$ cat src/inc/ppb_pkg.sv
// Shared constants, bus carriers and state layout for the protector self-check block.
package ppb_pkg;

	// ==========================================================================
	// Sizes and timing
	localparam int NCELL = 6;                    // Monitored cell channels.
	localparam int NGPIO = 8;                    // Monitored thermistor channels.
	localparam int CLK_MHZ = 40;                 // Core clock rate.
	localparam int SETTLE_NS = 1000;             // Least settle time of a stimulus, ns.
	localparam int SETTLE_CYC = (SETTLE_NS * CLK_MHZ + 999) / 1000;
	localparam int PARITY_PERIOD_NS = 10000;     // Background parity check period, ns.
	localparam int PARITY_CYC = (PARITY_PERIOD_NS * CLK_MHZ) / 1000;

	// ==========================================================================
	// Register byte offsets
	localparam logic [7:0] OFS_VCTRL = 8'h00;    // voltage_protector_control
	localparam logic [7:0] OFS_TCTRL = 8'h04;    // temp_protector_control
	localparam logic [7:0] OFS_VTHR  = 8'h08;    // Over/under voltage thresholds.
	localparam logic [7:0] OFS_TTHR  = 8'h0C;    // Over/under temperature thresholds.
	localparam logic [7:0] OFS_NUM   = 8'h10;    // Active channel counts.
	localparam logic [7:0] OFS_DIAG  = 8'h14;    // protector_diag_control
	localparam logic [7:0] OFS_STATA = 8'h18;    // protector_fault_status_a
	localparam logic [7:0] OFS_STATB = 8'h1C;    // protector_fault_status_b
	localparam logic [7:0] OFS_FLAGS = 8'h20;    // Channel fault flags.
	localparam logic [7:0] OFS_DACRD = 8'h24;    // Threshold readback and engine state.

	// ==========================================================================
	// Field positions
	localparam int CTRL_GO_BIT   = 2;            // Go command, write only.
	localparam int CTRL_LOCK_LSB = 3;            // Channel lock field.
	localparam int NUM_GPIO_LSB  = 4;            // Thermistor count minus one.
	localparam int DIAG_KEEP_BIT = 0;            // selftest_keep_faults
	localparam int DIAG_PIN_BIT  = 1;            // Fault pin enable.
	localparam int DIAG_VINJ_BIT = 2;            // Corrupt latched voltage config, write only.
	localparam int DIAG_TINJ_BIT = 3;            // Corrupt latched temperature config, write only.
	localparam int DIAG_DSEL_LSB = 4;            // Threshold DAC route select.
	localparam int DIAG_DEN_BIT  = 6;            // Threshold DAC route enable.
	localparam int A_VPAR = 0;                   // voltage_cfg_parity_err
	localparam int A_TPAR = 1;                   // temp_cfg_parity_err
	localparam int B_OVCOMP = 0;                 // over_volt_comparator_err
	localparam int B_UVCOMP = 1;                 // under_volt_comparator_err
	localparam int B_OTCOMP = 2;                 // over_temp_comparator_err
	localparam int B_UTCOMP = 3;                 // under_temp_comparator_err
	localparam int B_VPATH  = 4;                 // voltage_path_err
	localparam int B_TPATH  = 5;                 // temp_path_err
	localparam int B_ABORT  = 6;                 // selftest_aborted_flag
	localparam int F_UV = 0;                     // under_volt_channel_flags
	localparam int F_OV = 8;                     // over_volt_channel_flags
	localparam int F_UT = 16;                    // under_temp_channel_flags
	localparam int F_OT = 24;                    // over_temp_channel_flags

	// ==========================================================================
	// Encodings and reset values
	localparam logic [1:0] MODE_OFF = 2'h0;
	localparam logic [1:0] MODE_RR = 2'h1;       // Round robin.
	localparam logic [1:0] MODE_BIST = 2'h2;     // Self-test.
	localparam logic [1:0] DSEL_OV = 2'h0;
	localparam logic [1:0] DSEL_UV = 2'h1;
	localparam logic [1:0] DSEL_OT = 2'h2;
	localparam logic [1:0] RESP_OKAY = 2'h0;
	localparam logic [1:0] RESP_SLVERR = 2'h2;
	localparam logic [7:0] RST_THR_HI = 8'hC0;
	localparam logic [7:0] RST_THR_LO = 8'h40;
	localparam logic [2:0] RST_NUM_CELL = 3'h5;
	localparam logic [2:0] RST_NUM_GPIO = 3'h7;
	localparam logic RST_PIN_EN = 1'b1;

	// ==========================================================================
	// Carriers
	typedef struct packed {
		logic awvalid; logic [7:0] awaddr; logic wvalid; logic [31:0] wdata;
		logic [3:0] wstrb; logic bready; logic arvalid; logic [7:0] araddr; logic rready;
	} ppb_axi_req_t;
	typedef struct packed {
		logic awready; logic wready; logic bvalid; logic [1:0] bresp;
		logic arready; logic rvalid; logic [31:0] rdata; logic [1:0] rresp;
	} ppb_axi_rsp_t;
	typedef struct packed {
		logic hi_cmp;             // Over comparator of the protector under test.
		logic lo_cmp;             // Under comparator of the protector under test.
		logic fault_pin_sense_n;  // Level read back from the fault pin.
	} ppb_ana_in_t;
	typedef struct packed {
		logic cmp_en; logic stim_hi; logic stim_lo;
		logic [NCELL-1:0] cell_sw_open; logic [NGPIO-1:0] gpio_pullup;
		logic dac_route_en; logic [1:0] dac_route_sel;
	} ppb_ana_out_t;
	typedef enum logic [2:0] {
		ENG_IDLE, ENG_CMP_HI, ENG_CMP_LO, ENG_PATH_SET, ENG_PATH_CHK, ENG_FORCE_CHK
	} ppb_eng_t;
	typedef struct packed {
		ppb_axi_rsp_t rsp; ppb_ana_out_t ana;
		logic aw_held; logic w_held; logic [7:0] awaddr; logic [31:0] wdata; logic [3:0] wstrb;
		logic [1:0] v_mode; logic [3:0] v_lock; logic [1:0] t_mode; logic [2:0] t_lock;
		logic [7:0] ov_thr; logic [7:0] uv_thr; logic [7:0] ot_thr; logic [7:0] ut_thr;
		logic [2:0] num_cell; logic [2:0] num_gpio; logic keep; logic pin_en;
		logic [1:0] stat_a; logic [6:0] stat_b;
		logic [NCELL-1:0] uv_f; logic [NCELL-1:0] ov_f; logic [NGPIO-1:0] ut_f; logic [NGPIO-1:0] ot_f;
		logic [20:0] v_lat; logic [20:0] t_lat; logic v_par; logic t_par; logic v_on; logic t_on;
		logic [8:0] par_cnt; ppb_eng_t eng; logic tgt; logic [2:0] ch; logic [7:0] wait_cnt;
		logic fault_n;
	} ppb_state_t;

endpackage

$ cat src/hdl/ppb_protector_check.sv
// Protector configuration parity check, threshold DAC routing and comparator self-test engine.
//
// Design decisions made here: the register offsets and register access over AXI4-Lite.
`timescale 1ns/1ps
`default_nettype none
module ppb_protector_check (
	input  wire logic                 aclk,            // Core clock, 40 MHz.
	input  wire logic                 aresetn,         // Synchronous reset, active low.
	input  wire ppb_pkg::ppb_axi_req_t axi_req,        // AXI4-Lite master to slave.
	output var ppb_pkg::ppb_axi_rsp_t axi_rsp,         // AXI4-Lite slave to master.
	input  wire ppb_pkg::ppb_ana_in_t  ana_in,         // Comparator and pin readback.
	output var ppb_pkg::ppb_ana_out_t ana_out,         // Stimulus and DAC routing.
	output logic                      fault_out_pin_n  // Fault pin, low on fault.
);
	import ppb_pkg::*;

	ppb_state_t       s;
	ppb_state_t       n;
	logic             go_v, go_t, done, pin_ok, par_tick, do_wr, do_rd, wr_ok, rd_ok;
	logic [7:0]       lo_fl, hi_fl, ese_lo, ese_hi, ecl_lo, ecl_hi, nxt_bit;
	logic [2:0]       last_ch;
	logic [31:0]      wd, wm, rd, hclr_f;
	logic [1:0]       set_a, hclr_a;
	logic [6:0]       set_b, hclr_b;

	// ==========================================================================
	// Helpers
	function automatic logic [31:0] strb_mask(input logic [3:0] st);
		strb_mask = {{8{st[3]}}, {8{st[2]}}, {8{st[1]}}, {8{st[0]}}};
	endfunction

	function automatic logic [7:0] ch_bit(input logic [2:0] c);
		ch_bit = 8'h01 << c;
	endfunction

	// Scales a voltage threshold code by four fifths, as the DAC readback shows it.
	function automatic logic [9:0] dac_scale(input logic [7:0] thr);
		dac_scale = 10'(({2'h0, thr} * 10'h4) / 10'h5);
	endfunction

	// Packs the settings that one protector latches when it is started.
	function automatic logic [20:0] cfg_word(input logic [7:0] hi, input logic [7:0] lo,
		input logic [1:0] md, input logic [2:0] cnt);
		cfg_word = {hi, lo, md, cnt};
	endfunction

	assign axi_rsp = s.rsp;
	assign ana_out = s.ana;
	assign fault_out_pin_n = s.fault_n;

	// ==========================================================================
	// Next-state logic: engine, bus, go commands, parity, flag merge.
	always_comb begin
		n = s;
		go_v = 1'b0;
		go_t = 1'b0;
		ese_lo = 8'h00;
		ese_hi = 8'h00;
		ecl_lo = 8'h00;
		ecl_hi = 8'h00;
		set_a = 2'h0;
		set_b = 7'h00;
		hclr_a = 2'h0;
		hclr_b = 7'h00;
		hclr_f = 32'h0000_0000;
		lo_fl = s.tgt ? s.ut_f : {2'h0, s.uv_f};
		hi_fl = s.tgt ? s.ot_f : {2'h0, s.ov_f};
		last_ch = s.tgt ? s.num_gpio : ((s.num_cell > 3'(NCELL - 1)) ? 3'(NCELL - 1) : s.num_cell);
		nxt_bit = ch_bit(3'(s.ch + 3'h1));
		pin_ok = !s.pin_en || !ana_in.fault_pin_sense_n;
		done = (s.wait_cnt == 8'h00);
		par_tick = (s.par_cnt == 9'h000);
		wd = s.wdata;
		wm = strb_mask(s.wstrb);
		do_wr = s.aw_held && s.w_held && !s.rsp.bvalid;
		do_rd = axi_req.arvalid && s.rsp.arready;
		wr_ok = 1'b1;
		rd_ok = 1'b1;
		rd = 32'h0000_0000;

		// Self-test engine; each step waits one settle time before it judges.
		if (!done) begin
			n.wait_cnt = s.wait_cnt - 8'h01;
		end else begin
			case (s.eng)
				ENG_IDLE: begin
				end
				ENG_CMP_HI: begin
					if (!ana_in.hi_cmp) begin
						set_b[s.tgt ? B_OTCOMP : B_OVCOMP] = 1'b1;
					end
					n.ana.stim_hi = 1'b0;
					n.ana.stim_lo = 1'b1;
					n.eng = ENG_CMP_LO;
					n.wait_cnt = 8'(SETTLE_CYC);
				end
				ENG_CMP_LO: begin
					if (!ana_in.lo_cmp) begin
						set_b[s.tgt ? B_UTCOMP : B_UVCOMP] = 1'b1;
					end
					n.ana.stim_lo = 1'b0;
					if ((|lo_fl) || (|hi_fl)) begin
						set_b[B_ABORT] = 1'b1;
						n.ana.cmp_en = 1'b0;
						n.eng = ENG_IDLE;
					end else begin
						n.ch = 3'h0;
						n.ana.cell_sw_open = s.tgt ? '0 : NCELL'(ch_bit(3'h0));
						n.ana.gpio_pullup = s.tgt ? ch_bit(3'h0) : '0;
						n.eng = ENG_PATH_SET;
						n.wait_cnt = 8'(SETTLE_CYC);
					end
				end
				ENG_PATH_SET: begin
					if (ana_in.lo_cmp) begin
						ese_lo = ch_bit(s.ch);
					end
					n.eng = ENG_PATH_CHK;
					n.wait_cnt = 8'(SETTLE_CYC);
				end
				ENG_PATH_CHK: begin
					if (!(lo_fl[s.ch] && pin_ok)) begin
						set_b[s.tgt ? B_TPATH : B_VPATH] = 1'b1;
					end
					if (!s.keep) begin
						ecl_lo = ch_bit(s.ch);
					end
					n.wait_cnt = 8'(SETTLE_CYC);
					if (s.ch == last_ch) begin
						n.ana.cell_sw_open = '0;
						n.ana.gpio_pullup = '0;
						n.ch = 3'h0;
						ese_hi = ch_bit(3'h0);
						n.eng = ENG_FORCE_CHK;
					end else begin
						n.ch = s.ch + 3'h1;
						n.ana.cell_sw_open = s.tgt ? '0 : NCELL'(nxt_bit);
						n.ana.gpio_pullup = s.tgt ? nxt_bit : '0;
						n.eng = ENG_PATH_SET;
					end
				end
				ENG_FORCE_CHK: begin
					if (!(hi_fl[s.ch] && pin_ok)) begin
						set_b[s.tgt ? B_TPATH : B_VPATH] = 1'b1;
					end
					if (!s.keep) begin
						ecl_hi = ch_bit(s.ch);
					end
					if (s.ch == last_ch) begin
						n.ana.cmp_en = 1'b0;
						n.eng = ENG_IDLE;
					end else begin
						n.ch = s.ch + 3'h1;
						ese_hi = nxt_bit;
						n.wait_cnt = 8'(SETTLE_CYC);
					end
				end
				default: begin
					n.eng = ENG_IDLE;
				end
			endcase
		end

		// Write channels are taken independently; the write lands once both are held.
		if (axi_req.awvalid && s.rsp.awready) begin
			n.aw_held = 1'b1;
			n.awaddr = axi_req.awaddr;
		end
		if (axi_req.wvalid && s.rsp.wready) begin
			n.w_held = 1'b1;
			n.wdata = axi_req.wdata;
			n.wstrb = axi_req.wstrb;
		end
		if (s.rsp.bvalid && axi_req.bready) begin
			n.rsp.bvalid = 1'b0;
		end
		if (do_wr) begin
			case (s.awaddr)
				OFS_VCTRL: if (s.wstrb[0]) begin
					n.v_mode = wd[1:0];
					n.v_lock = wd[CTRL_LOCK_LSB +: 4];
					go_v = wd[CTRL_GO_BIT];
				end
				OFS_TCTRL: if (s.wstrb[0]) begin
					n.t_mode = wd[1:0];
					n.t_lock = wd[CTRL_LOCK_LSB +: 3];
					go_t = wd[CTRL_GO_BIT];
				end
				OFS_VTHR: begin
					n.ov_thr = s.wstrb[0] ? wd[7:0] : s.ov_thr;
					n.uv_thr = s.wstrb[1] ? wd[15:8] : s.uv_thr;
				end
				OFS_TTHR: begin
					n.ot_thr = s.wstrb[0] ? wd[7:0] : s.ot_thr;
					n.ut_thr = s.wstrb[1] ? wd[15:8] : s.ut_thr;
				end
				OFS_NUM: if (s.wstrb[0]) begin
					n.num_cell = wd[2:0];
					n.num_gpio = wd[NUM_GPIO_LSB +: 3];
				end
				OFS_DIAG: if (s.wstrb[0]) begin
					n.keep = wd[DIAG_KEEP_BIT];
					n.pin_en = wd[DIAG_PIN_BIT];
					n.ana.dac_route_sel = wd[DIAG_DSEL_LSB +: 2];
					n.ana.dac_route_en = wd[DIAG_DEN_BIT];
					n.v_lat[0] = s.v_lat[0] ^ wd[DIAG_VINJ_BIT];
					n.t_lat[0] = s.t_lat[0] ^ wd[DIAG_TINJ_BIT];
				end
				OFS_STATA: hclr_a = wd[1:0] & wm[1:0];
				OFS_STATB: hclr_b = wd[6:0] & wm[6:0];
				OFS_FLAGS: hclr_f = wd & wm;
				OFS_DACRD: begin
				end
				default: wr_ok = 1'b0;
			endcase
			n.aw_held = 1'b0;
			n.w_held = 1'b0;
			n.rsp.bvalid = 1'b1;
			n.rsp.bresp = wr_ok ? RESP_OKAY : RESP_SLVERR;
		end
		n.rsp.awready = !n.aw_held && !n.rsp.bvalid;
		n.rsp.wready = !n.w_held && !n.rsp.bvalid;

		// A go latches the configuration; a self-test go (re)starts the engine unless the other protector is under test, and any
		// other go to the protector under test ends the running test.
		if (go_v) begin
			n.v_on = (n.v_mode != MODE_OFF);
			n.v_lat = cfg_word(n.ov_thr, n.uv_thr, n.v_mode, n.num_cell);
			n.v_par = ^cfg_word(n.ov_thr, n.uv_thr, n.v_mode, n.num_cell);
		end
		if (go_t) begin
			n.t_on = (n.t_mode != MODE_OFF);
			n.t_lat = cfg_word(n.ot_thr, n.ut_thr, n.t_mode, n.num_gpio);
			n.t_par = ^cfg_word(n.ot_thr, n.ut_thr, n.t_mode, n.num_gpio);
		end
		if ((go_v && n.v_mode == MODE_BIST && (s.eng == ENG_IDLE || !s.tgt)) ||
			(go_t && n.t_mode == MODE_BIST && (s.eng == ENG_IDLE || s.tgt))) begin
			n.tgt = !(go_v && n.v_mode == MODE_BIST && (s.eng == ENG_IDLE || !s.tgt));
			n.eng = ENG_CMP_HI;
			n.ch = 3'h0;
			n.ana.cmp_en = 1'b1;
			n.ana.stim_hi = 1'b1;
			n.ana.stim_lo = 1'b0;
			n.ana.cell_sw_open = '0;
			n.ana.gpio_pullup = '0;
			n.wait_cnt = 8'(SETTLE_CYC);
		end else if (s.eng != ENG_IDLE && ((go_v && !s.tgt) || (go_t && s.tgt))) begin
			n.eng = ENG_IDLE;
			n.ana.cmp_en = 1'b0;
			n.ana.stim_hi = 1'b0;
			n.ana.stim_lo = 1'b0;
			n.ana.cell_sw_open = '0;
			n.ana.gpio_pullup = '0;
		end

		// Background parity recheck of the latched copies.
		n.par_cnt = par_tick ? 9'(PARITY_CYC - 1) : s.par_cnt - 9'h001;
		if (par_tick && s.v_on && ((^s.v_lat) != s.v_par)) begin
			set_a[A_VPAR] = 1'b1;
		end
		if (par_tick && s.t_on && ((^s.t_lat) != s.t_par)) begin
			set_a[A_TPAR] = 1'b1;
		end

		// Sticky flags: hardware set wins over a clear in the same cycle.
		n.stat_a = (s.stat_a & ~hclr_a) | set_a;
		n.stat_b = (s.stat_b & ~hclr_b) | set_b;
		n.uv_f = (s.uv_f & ~hclr_f[F_UV +: NCELL] & (s.tgt ? '1 : ~ecl_lo[NCELL-1:0]))
			| (s.tgt ? '0 : ese_lo[NCELL-1:0]);
		n.ov_f = (s.ov_f & ~hclr_f[F_OV +: NCELL] & (s.tgt ? '1 : ~ecl_hi[NCELL-1:0]))
			| (s.tgt ? '0 : ese_hi[NCELL-1:0]);
		n.ut_f = (s.ut_f & ~hclr_f[F_UT +: NGPIO] & (s.tgt ? ~ecl_lo : '1)) | (s.tgt ? ese_lo : '0);
		n.ot_f = (s.ot_f & ~hclr_f[F_OT +: NGPIO] & (s.tgt ? ~ecl_hi : '1)) | (s.tgt ? ese_hi : '0);
		n.fault_n = !(n.pin_en && (|{n.uv_f, n.ov_f, n.ut_f, n.ot_f}));

		// Read channel: the answer is registered at the same edge that takes the address.
		case (axi_req.araddr)
			OFS_VCTRL: rd = {25'h0, s.v_lock, 1'b0, s.v_mode};
			OFS_TCTRL: rd = {26'h0, s.t_lock, 1'b0, s.t_mode};
			OFS_VTHR: rd = {16'h0, s.uv_thr, s.ov_thr};
			OFS_TTHR: rd = {16'h0, s.ut_thr, s.ot_thr};
			OFS_NUM: rd = {25'h0, s.num_gpio, 1'b0, s.num_cell};
			OFS_DIAG: rd = {25'h0, s.ana.dac_route_en, s.ana.dac_route_sel, 2'h0, s.pin_en, s.keep};
			OFS_STATA: rd = {30'h0, s.stat_a};
			OFS_STATB: rd = {25'h0, s.stat_b};
			OFS_FLAGS: rd = {s.ot_f, s.ut_f, 2'h0, s.ov_f, 2'h0, s.uv_f};
			OFS_DACRD: begin
				rd[15:12] = {s.t_on, s.v_on, s.tgt, s.eng != ENG_IDLE};
				case (s.ana.dac_route_sel)
					DSEL_OV: rd[9:0] = dac_scale(s.ov_thr);
					DSEL_UV: rd[9:0] = dac_scale(s.uv_thr);
					DSEL_OT: rd[9:0] = {2'h0, s.ot_thr};
					default: rd[9:0] = {2'h0, s.ut_thr};
				endcase
			end
			default: rd_ok = 1'b0;
		endcase
		if (s.rsp.rvalid && axi_req.rready) begin
			n.rsp.rvalid = 1'b0;
		end
		if (do_rd) begin
			n.rsp.rvalid = 1'b1;
			n.rsp.rdata = rd;
			n.rsp.rresp = rd_ok ? RESP_OKAY : RESP_SLVERR;
		end
		n.rsp.arready = !n.rsp.rvalid;
	end

	// ==========================================================================
	// State register; reset loads constants only.
	always_ff @(posedge aclk) begin
		if (!aresetn) begin
			s <= '0;
			s.rsp.awready <= 1'b1;
			s.rsp.wready <= 1'b1;
			s.rsp.arready <= 1'b1;
			s.ov_thr <= RST_THR_HI;
			s.uv_thr <= RST_THR_LO;
			s.ot_thr <= RST_THR_HI;
			s.ut_thr <= RST_THR_LO;
			s.num_cell <= RST_NUM_CELL;
			s.num_gpio <= RST_NUM_GPIO;
			s.pin_en <= RST_PIN_EN;
			s.par_cnt <= 9'(PARITY_CYC - 1);
			s.fault_n <= 1'b1;
		end else begin
			s <= n;
		end
	end
endmodule // ppb_protector_check
`default_nettype wire

$ cat config.mk
export PLATFORM = sky130hd
export DESIGN_NAME = ppb_protector_check
export DESIGN_NICKNAME = d
export VERILOG_FILES = /design/src/inc/ppb_pkg.sv /design/src/hdl/ppb_protector_check.sv
export SDC_FILE = /design/constraint.sdc
export NUM_CORES = 1
export LEC_CHECK = 0
export BUFFER_PORTS_ARGS = -buffer_cell sky130_fd_sc_hd__buf_2
export CAP_MARGIN = 20
export CORE_ASPECT_RATIO = 1.2
export CORE_UTILIZATION = 45
export CTS_CLUSTER_DIAMETER = 60
export CTS_CLUSTER_SIZE = 40
export DETAILED_ROUTE_END_ITERATION = 7
export PLACE_DENSITY = 0.73
export SETUP_SLACK_MARGIN = 0.2
export SLEW_MARGIN = 20
export SYNTH_ARGS = -nofsm -noshare
export SYNTH_HDL_FRONTEND = slang
export SYNTH_SLANG_ARGS = --single-unit
$ cat constraint.sdc
create_clock -name aclk -period 6.1 [get_ports aclk]
set_input_delay 0.61 -clock aclk [delete_from_list [all_inputs] [get_ports aclk]]
set_output_delay 0.61 -clock aclk [all_outputs]
set_load 0.05 [all_outputs]
### Word-level counts from Yosys, hierarchy flattened

Index checks and enable logic that the tools add are counted.

* logic and storage cells: 360
* memory bits (read-only): 0
* register bits: 266
* output and inout bits: 62
* latch bits: 0
* bits of input ports: 62
* RAM bits: 0
* memories: 0

* reductions and logical operators: 90
* shifts and indexed selects: 2
* muxes and demuxes: 126
* div/mod/pow operators: 2
* equal/unequal tests: 42
* bitwise operators: 33
* multiply operators: 0
* magnitude comparators: 8
* add/sub/neg operators: 3

Operators by type and width (count)
* $mux 8: 22
* $pmux 10 s10: 1
* $reduce_xor 21->1: 4
* $eq 8x5->1 const B: 8
* $mux 32: 2
* $mux 6: 10
* $mux 17: 3
* $mux 51: 1
* $mux 7: 7
* $mux 16: 3
* $mux 1: 38
* $mux 35: 1
* $and 32x32->32: 1
* $and 8x8->8: 4
* $eq 8x4->1 const B: 4
* $eq 8x6->1 const B: 4
* $not 8->8: 4
* $pmux 10 s3: 1
* $reduce_and 3->1: 10
* $mux 14: 2
* $pmux 14 s2: 1
* $pmux 7 s4: 1
* $reduce_or 28->1: 1
* $logic_and 1x1->1: 26
* other kinds (64): 147

### Depth between registers and ports, before layout

* word-level depth: 12
* depth in mapped cells: 25
* mapped depth without buffers: 20

### Least setup slack after synthesis

No wires, ideal clock.

* path type: register to register
* start: register s, in the netlist ana_out[1]
* end: register s, in the netlist axi_rsp[2]
* buffers on the path: 4
* required time: 6017 ps
* setup slack: 1836 ps
* library setup time: 83 ps
* period minus slack after synthesis: 4264 ps
* stages on the path, launching flop included: 25
* arrival: 4182 ps
* cell sequence: dfxtp_1 nand2b_4 buf_8 buf_8 buf_6 mux2i_1 nand2_1 a31oi_1 o32a_1 buf_6 inv_2 ha_1 inv_1 nand2_1 a31oi_1 xor2_1 ha_1 nand2b_1 and4_4 o21ai_0 nand2_1 ha_1 nor4_1 nor4b_2 o221ai_1

* longest elaborated chain between the ends: 3
* elaborated cells on any way between the ends: 5
* those cells by class: eq/ne: 2; mux: 2; reduce/logical: 1

RTL lines
* start, declared: RTL line ppb_protector_check.sv:17 `ppb_state_t s;`
* start signal, assigned: RTL line ppb_protector_check.sv:327 `s <= n;`
* $eq 2x2->1, or another cell as far along: RTL line ppb_protector_check.sv:289 `case (s.ana.dac_route_sel)`
* $pmux 10 s3 (*): RTL line ppb_protector_check.sv:289
* $pmux 10 s10 (*): RTL line ppb_protector_check.sv:277 `case (axi_req.araddr)`

Every way passes the cells marked *; elsewhere a longest branch is shown, timed or not.
A chain may end at the register's enable or synchronous reset.

### Worst setup path after layout

Ends and elaborated chain as after synthesis.

==> impl_metrics.csv <==
group,metric,value,unit
status,violations_in_the_final_reports,"DRC",
min_path,hold_path_startpoint,"axi_req[30]",
sta,slew_headroom,0.343,
detailed_routing,vias,12900,
power_and_ir_drop,power.static_leakage,0.00586,µW
sta,period_share,0.873,
clocking,cts.path.max_buffers,3,
cells_and_area,post-route-cell-area,15500,µm²
min_path,worstHoldPathType,"in2reg",
synth,ys_dominant_reg_cell,"dfxtp_1",
die,core-area,31500,µm²
worst_setup_path,critPathLaunchType,"flip-flop",
place,routability_congestion_estimate,0.974,
worst_setup_path,critPathRequiredTime,6530,ps
die,io_pins,124,
power_and_ir_drop,power_per_cell_area,236,nW/µm²
worst_setup_path,path_class,"reg2reg",
die,floorplan.die_area,33000,µm²
synth,post_synth_inst_count,1788,
worst_setup_path,cp_slowest_stage_delay,530,ps
sta,worst_pin_slew,985,ps
clocking,cts_tree,"built",
detailed_routing,antenna_left,0,
power_and_ir_drop,power_frac_comb,0.108,
run,drv.max_cap_violation_count,0,
place,placed_area,14800,µm²
place,port_buffers,121,
synth,synth_enable_flop_cells,0,
sta,timing.setup.tns,0,ps
detailed_routing,wl_per_cell,19.7,µm
power_and_ir_drop,p_seq_frac,0.501,
sta,fin_ws,774,ps
cells_and_area,layout-area-overhead-vs-synth,6.81,%
worst_setup_path,worst_path_most_repeated_cell,"ha_1",
clocking,clock-sinks,264,
power_and_ir_drop,swShare,0.284,
power_and_ir_drop,totalPowerFinal,3670,µW
worst_setup_path,setup.worst_path.end_class,"flip-flop",
cells_and_area,fillers,3059,
synth,ys.warnings.count,0,
synth,synthDistinctLibCells,92,
worst_setup_path,reg2reg_from,"ana_out[1]",
sta,timing.fmax,0.188,GHz
sta,fin_worst_skew,41.4,ps
grt,first_pass_grt_wire_length,66900,µm
sta,rsz_0062_raised_after_global_routing,"no",
grt,antenna_found_initial,0,
clocking,insertion_delay,530,ps
grt,gr-total-overflow,0,
cells_and_area,final_layout_size_suffix_gt1_frac,0.133,
detailed_routing,first_pass_iters,8,
status,result_of_the_run,"finished, violations left",
worst_setup_path,path_cells,"buf_4, and4bb_2, a31oi_2, nor2_1, o32ai_1, o32a_2, inv_2, ha_1, inv_1, nand2_1, a31oi_1, xor2_1, ha_1, nand2b_1, and4_4, o21ai_0, nand2_1, ha_1, nor4_1, nor4b_2, o221ai_1",
cells_and_area,layout.core_utilization,0.491,
place,dpl.hpwl,31800,µm
synth,post_synth_instance_area,14500,µm²
power_and_ir_drop,ir_worst_vdd,0.230,mV
synth,ys_ff_latch,264,
detailed_routing,detail_route.vias_per_cell,5.91,
sta,setup_viol,0,
clocking,post_cts_resize_count,0,
synth,synth_sequential_area_ratio,0.364,
die,dieHeight,199,µm
grt,via_count_of_the_first_global_routing_pass,12100,
grt,grt_start_max_net_pins,132,
power_and_ir_drop,total_switching_power,1040,µW
clocking,path_clk_slew,100,ps
detailed_routing,wl,43000,µm
synth,postSynth.asyncResetShare,0,
worst_setup_path,crit_path_top_delay_cell,"dfxtp_1",
sta,finalHoldViolCount,0,
power_and_ir_drop,clock_power_share,0.391,
place,place_worst_setup_slack,668,ps
worst_setup_path,cp_num_buf_inv,3,
cells_and_area,num-nets-final,1848,
detailed_routing,post-route-drc-count,7,
worst_setup_path,path_delay_family,"compound AO/OA/AOI/OAI gates",
power_and_ir_drop,power_report.internal_total,2620,µW
grt,global_route.usage.total,0.256,
sta,slew_violations,0,
clocking,post_cts_buffers,0,
die,die_w,166,µm
worst_setup_path,timing.critical_path.fanout_max,17,
synth,avgSynthCellArea,8.12,µm²
die,start_util,0.460,
detailed_routing,drt-initial-drc-count,1097,
clocking,h_tree_levels,1,
clocking,cts.hold.buffers_added,0,
die,fp-row-count,71,
clocking,clock-root-buffer,"clkbuf_16",
clocking,cts_inserted_buffers,18,
cells_and_area,antennaDiodeCount,0,
worst_setup_path,critPathLaunch,"ana_out[1]",
worst_setup_path,critical_path_arrival,5760,ps
sta,finalCriticalPeriod,5330,ps
routing by layer:
metal,vias up,global-route usage,share of wire
li1,6188,-,-
met3,135,0.0304,0.064
met1,6065,0.315,0.41
met2,533,0.440,0.48
met4,0,0.136,0.053
met5,-,0,0
synthesized netlist by cell type, types with 30 or more instances:
| cell | n | area share |
|---|---|---|
| nor3_1 | 30 | 0.010 |
| nor2_1 | 222 | 0.057 |
| a211oi_1 | 41 | 0.021 |
| dfxtp_1 | 264 | 0.36 |
| xnor2_1 | 98 | 0.059 |
| mux2i_1 | 77 | 0.053 |
| clkbuf_1 | 82 | 0.021 |
| nand3_1 | 42 | 0.014 |
| buf_4 | 62 | 0.032 |
| o21ai_0 | 52 | 0.018 |
| a21oi_1 | 142 | 0.049 |
| nand2_1 | 289 | 0.075 |
sequential cells by signal, indices dropped and copies added (netlist names):
register         cells
s                  172
fault_out_pin_n      1
ana_out             20
wd                  32
axi_rsp             39
power by group through the flow:
stage	logic, µW	clock network (µW)	registers (µW)
floorplan	320	0	1840
global placement	386	0	1870
detailed placement	392	0	1870
CTS	393	1440	1830
global route	444	1520	1840
finish	396	1430	1840
logic make-up after synthesis:
family	Yosys count	synth area share
muxes	101	0.0786
and+or+nand+nor	709	0.222
other	1	0.000258
DFF	264	0.364
buffers and inverters	194	0.0702
xor gates and xnor gates	122	0.0736
adders and majority gates	13	0.0112
AOI/OAI and AO/OA	384	0.180
final cells by class:
cell class                      count  area, µm²  share of cell area
Inverter                           22       87.6             0.00565
Timing Repair Buffer              136        718              0.0463
Sequential cell                   264       5290               0.341
Clock inverter                     12        208              0.0134
Clock buffer                       20        479              0.0309
Multi-Input combinational cell   1331       8220               0.530
Tap cell                          401        502              0.0324
worst reg2reg max path, delay by kind of cell (launching register included):
family | cells | cell delay (ps)
compound gates | 6 | 1700
simple gates | 8 | 1360
fa+ha+maj | 3 | 770
buf+inv | 3 | 540
flops | 1 | 530
xor+xnor | 1 | 350
final timing paths:
| check | endpoint | slack (ps) | cells after the start |
|---|---|---|---|
| worst min register to register | s[16] | 410 | 1 |
| worst min-delay path | wd[15] | 300 | 3 |
| worst max-delay path | axi_rsp[2] | 770 | 21 |
| worst max register to register | axi_rsp[2] | 770 | 21 |
stage by stage:
step | cells | hold slack [ps]
after floorplan | 1789 | 371
after global placement | 2154 | 382
after detailed placement | 2154 | 387
after CTS | 2186 | 297
after global routing | 2186 | 297
final | 2186 | 303
layout by cell type (no fill, tap or decap), types with 25 or more instances in the layout:
cell type,n
a22oi_1,25
a21oi_1,142
nand3_1,42
nor3_1,30
buf_2,121
xnor2_1,98
o21ai_0,52
mux2i_1,77
dfxtp_1,264
a211oi_1,41
nor2_1,219
nand2_1,289
(Power assumes the default switching activity.)
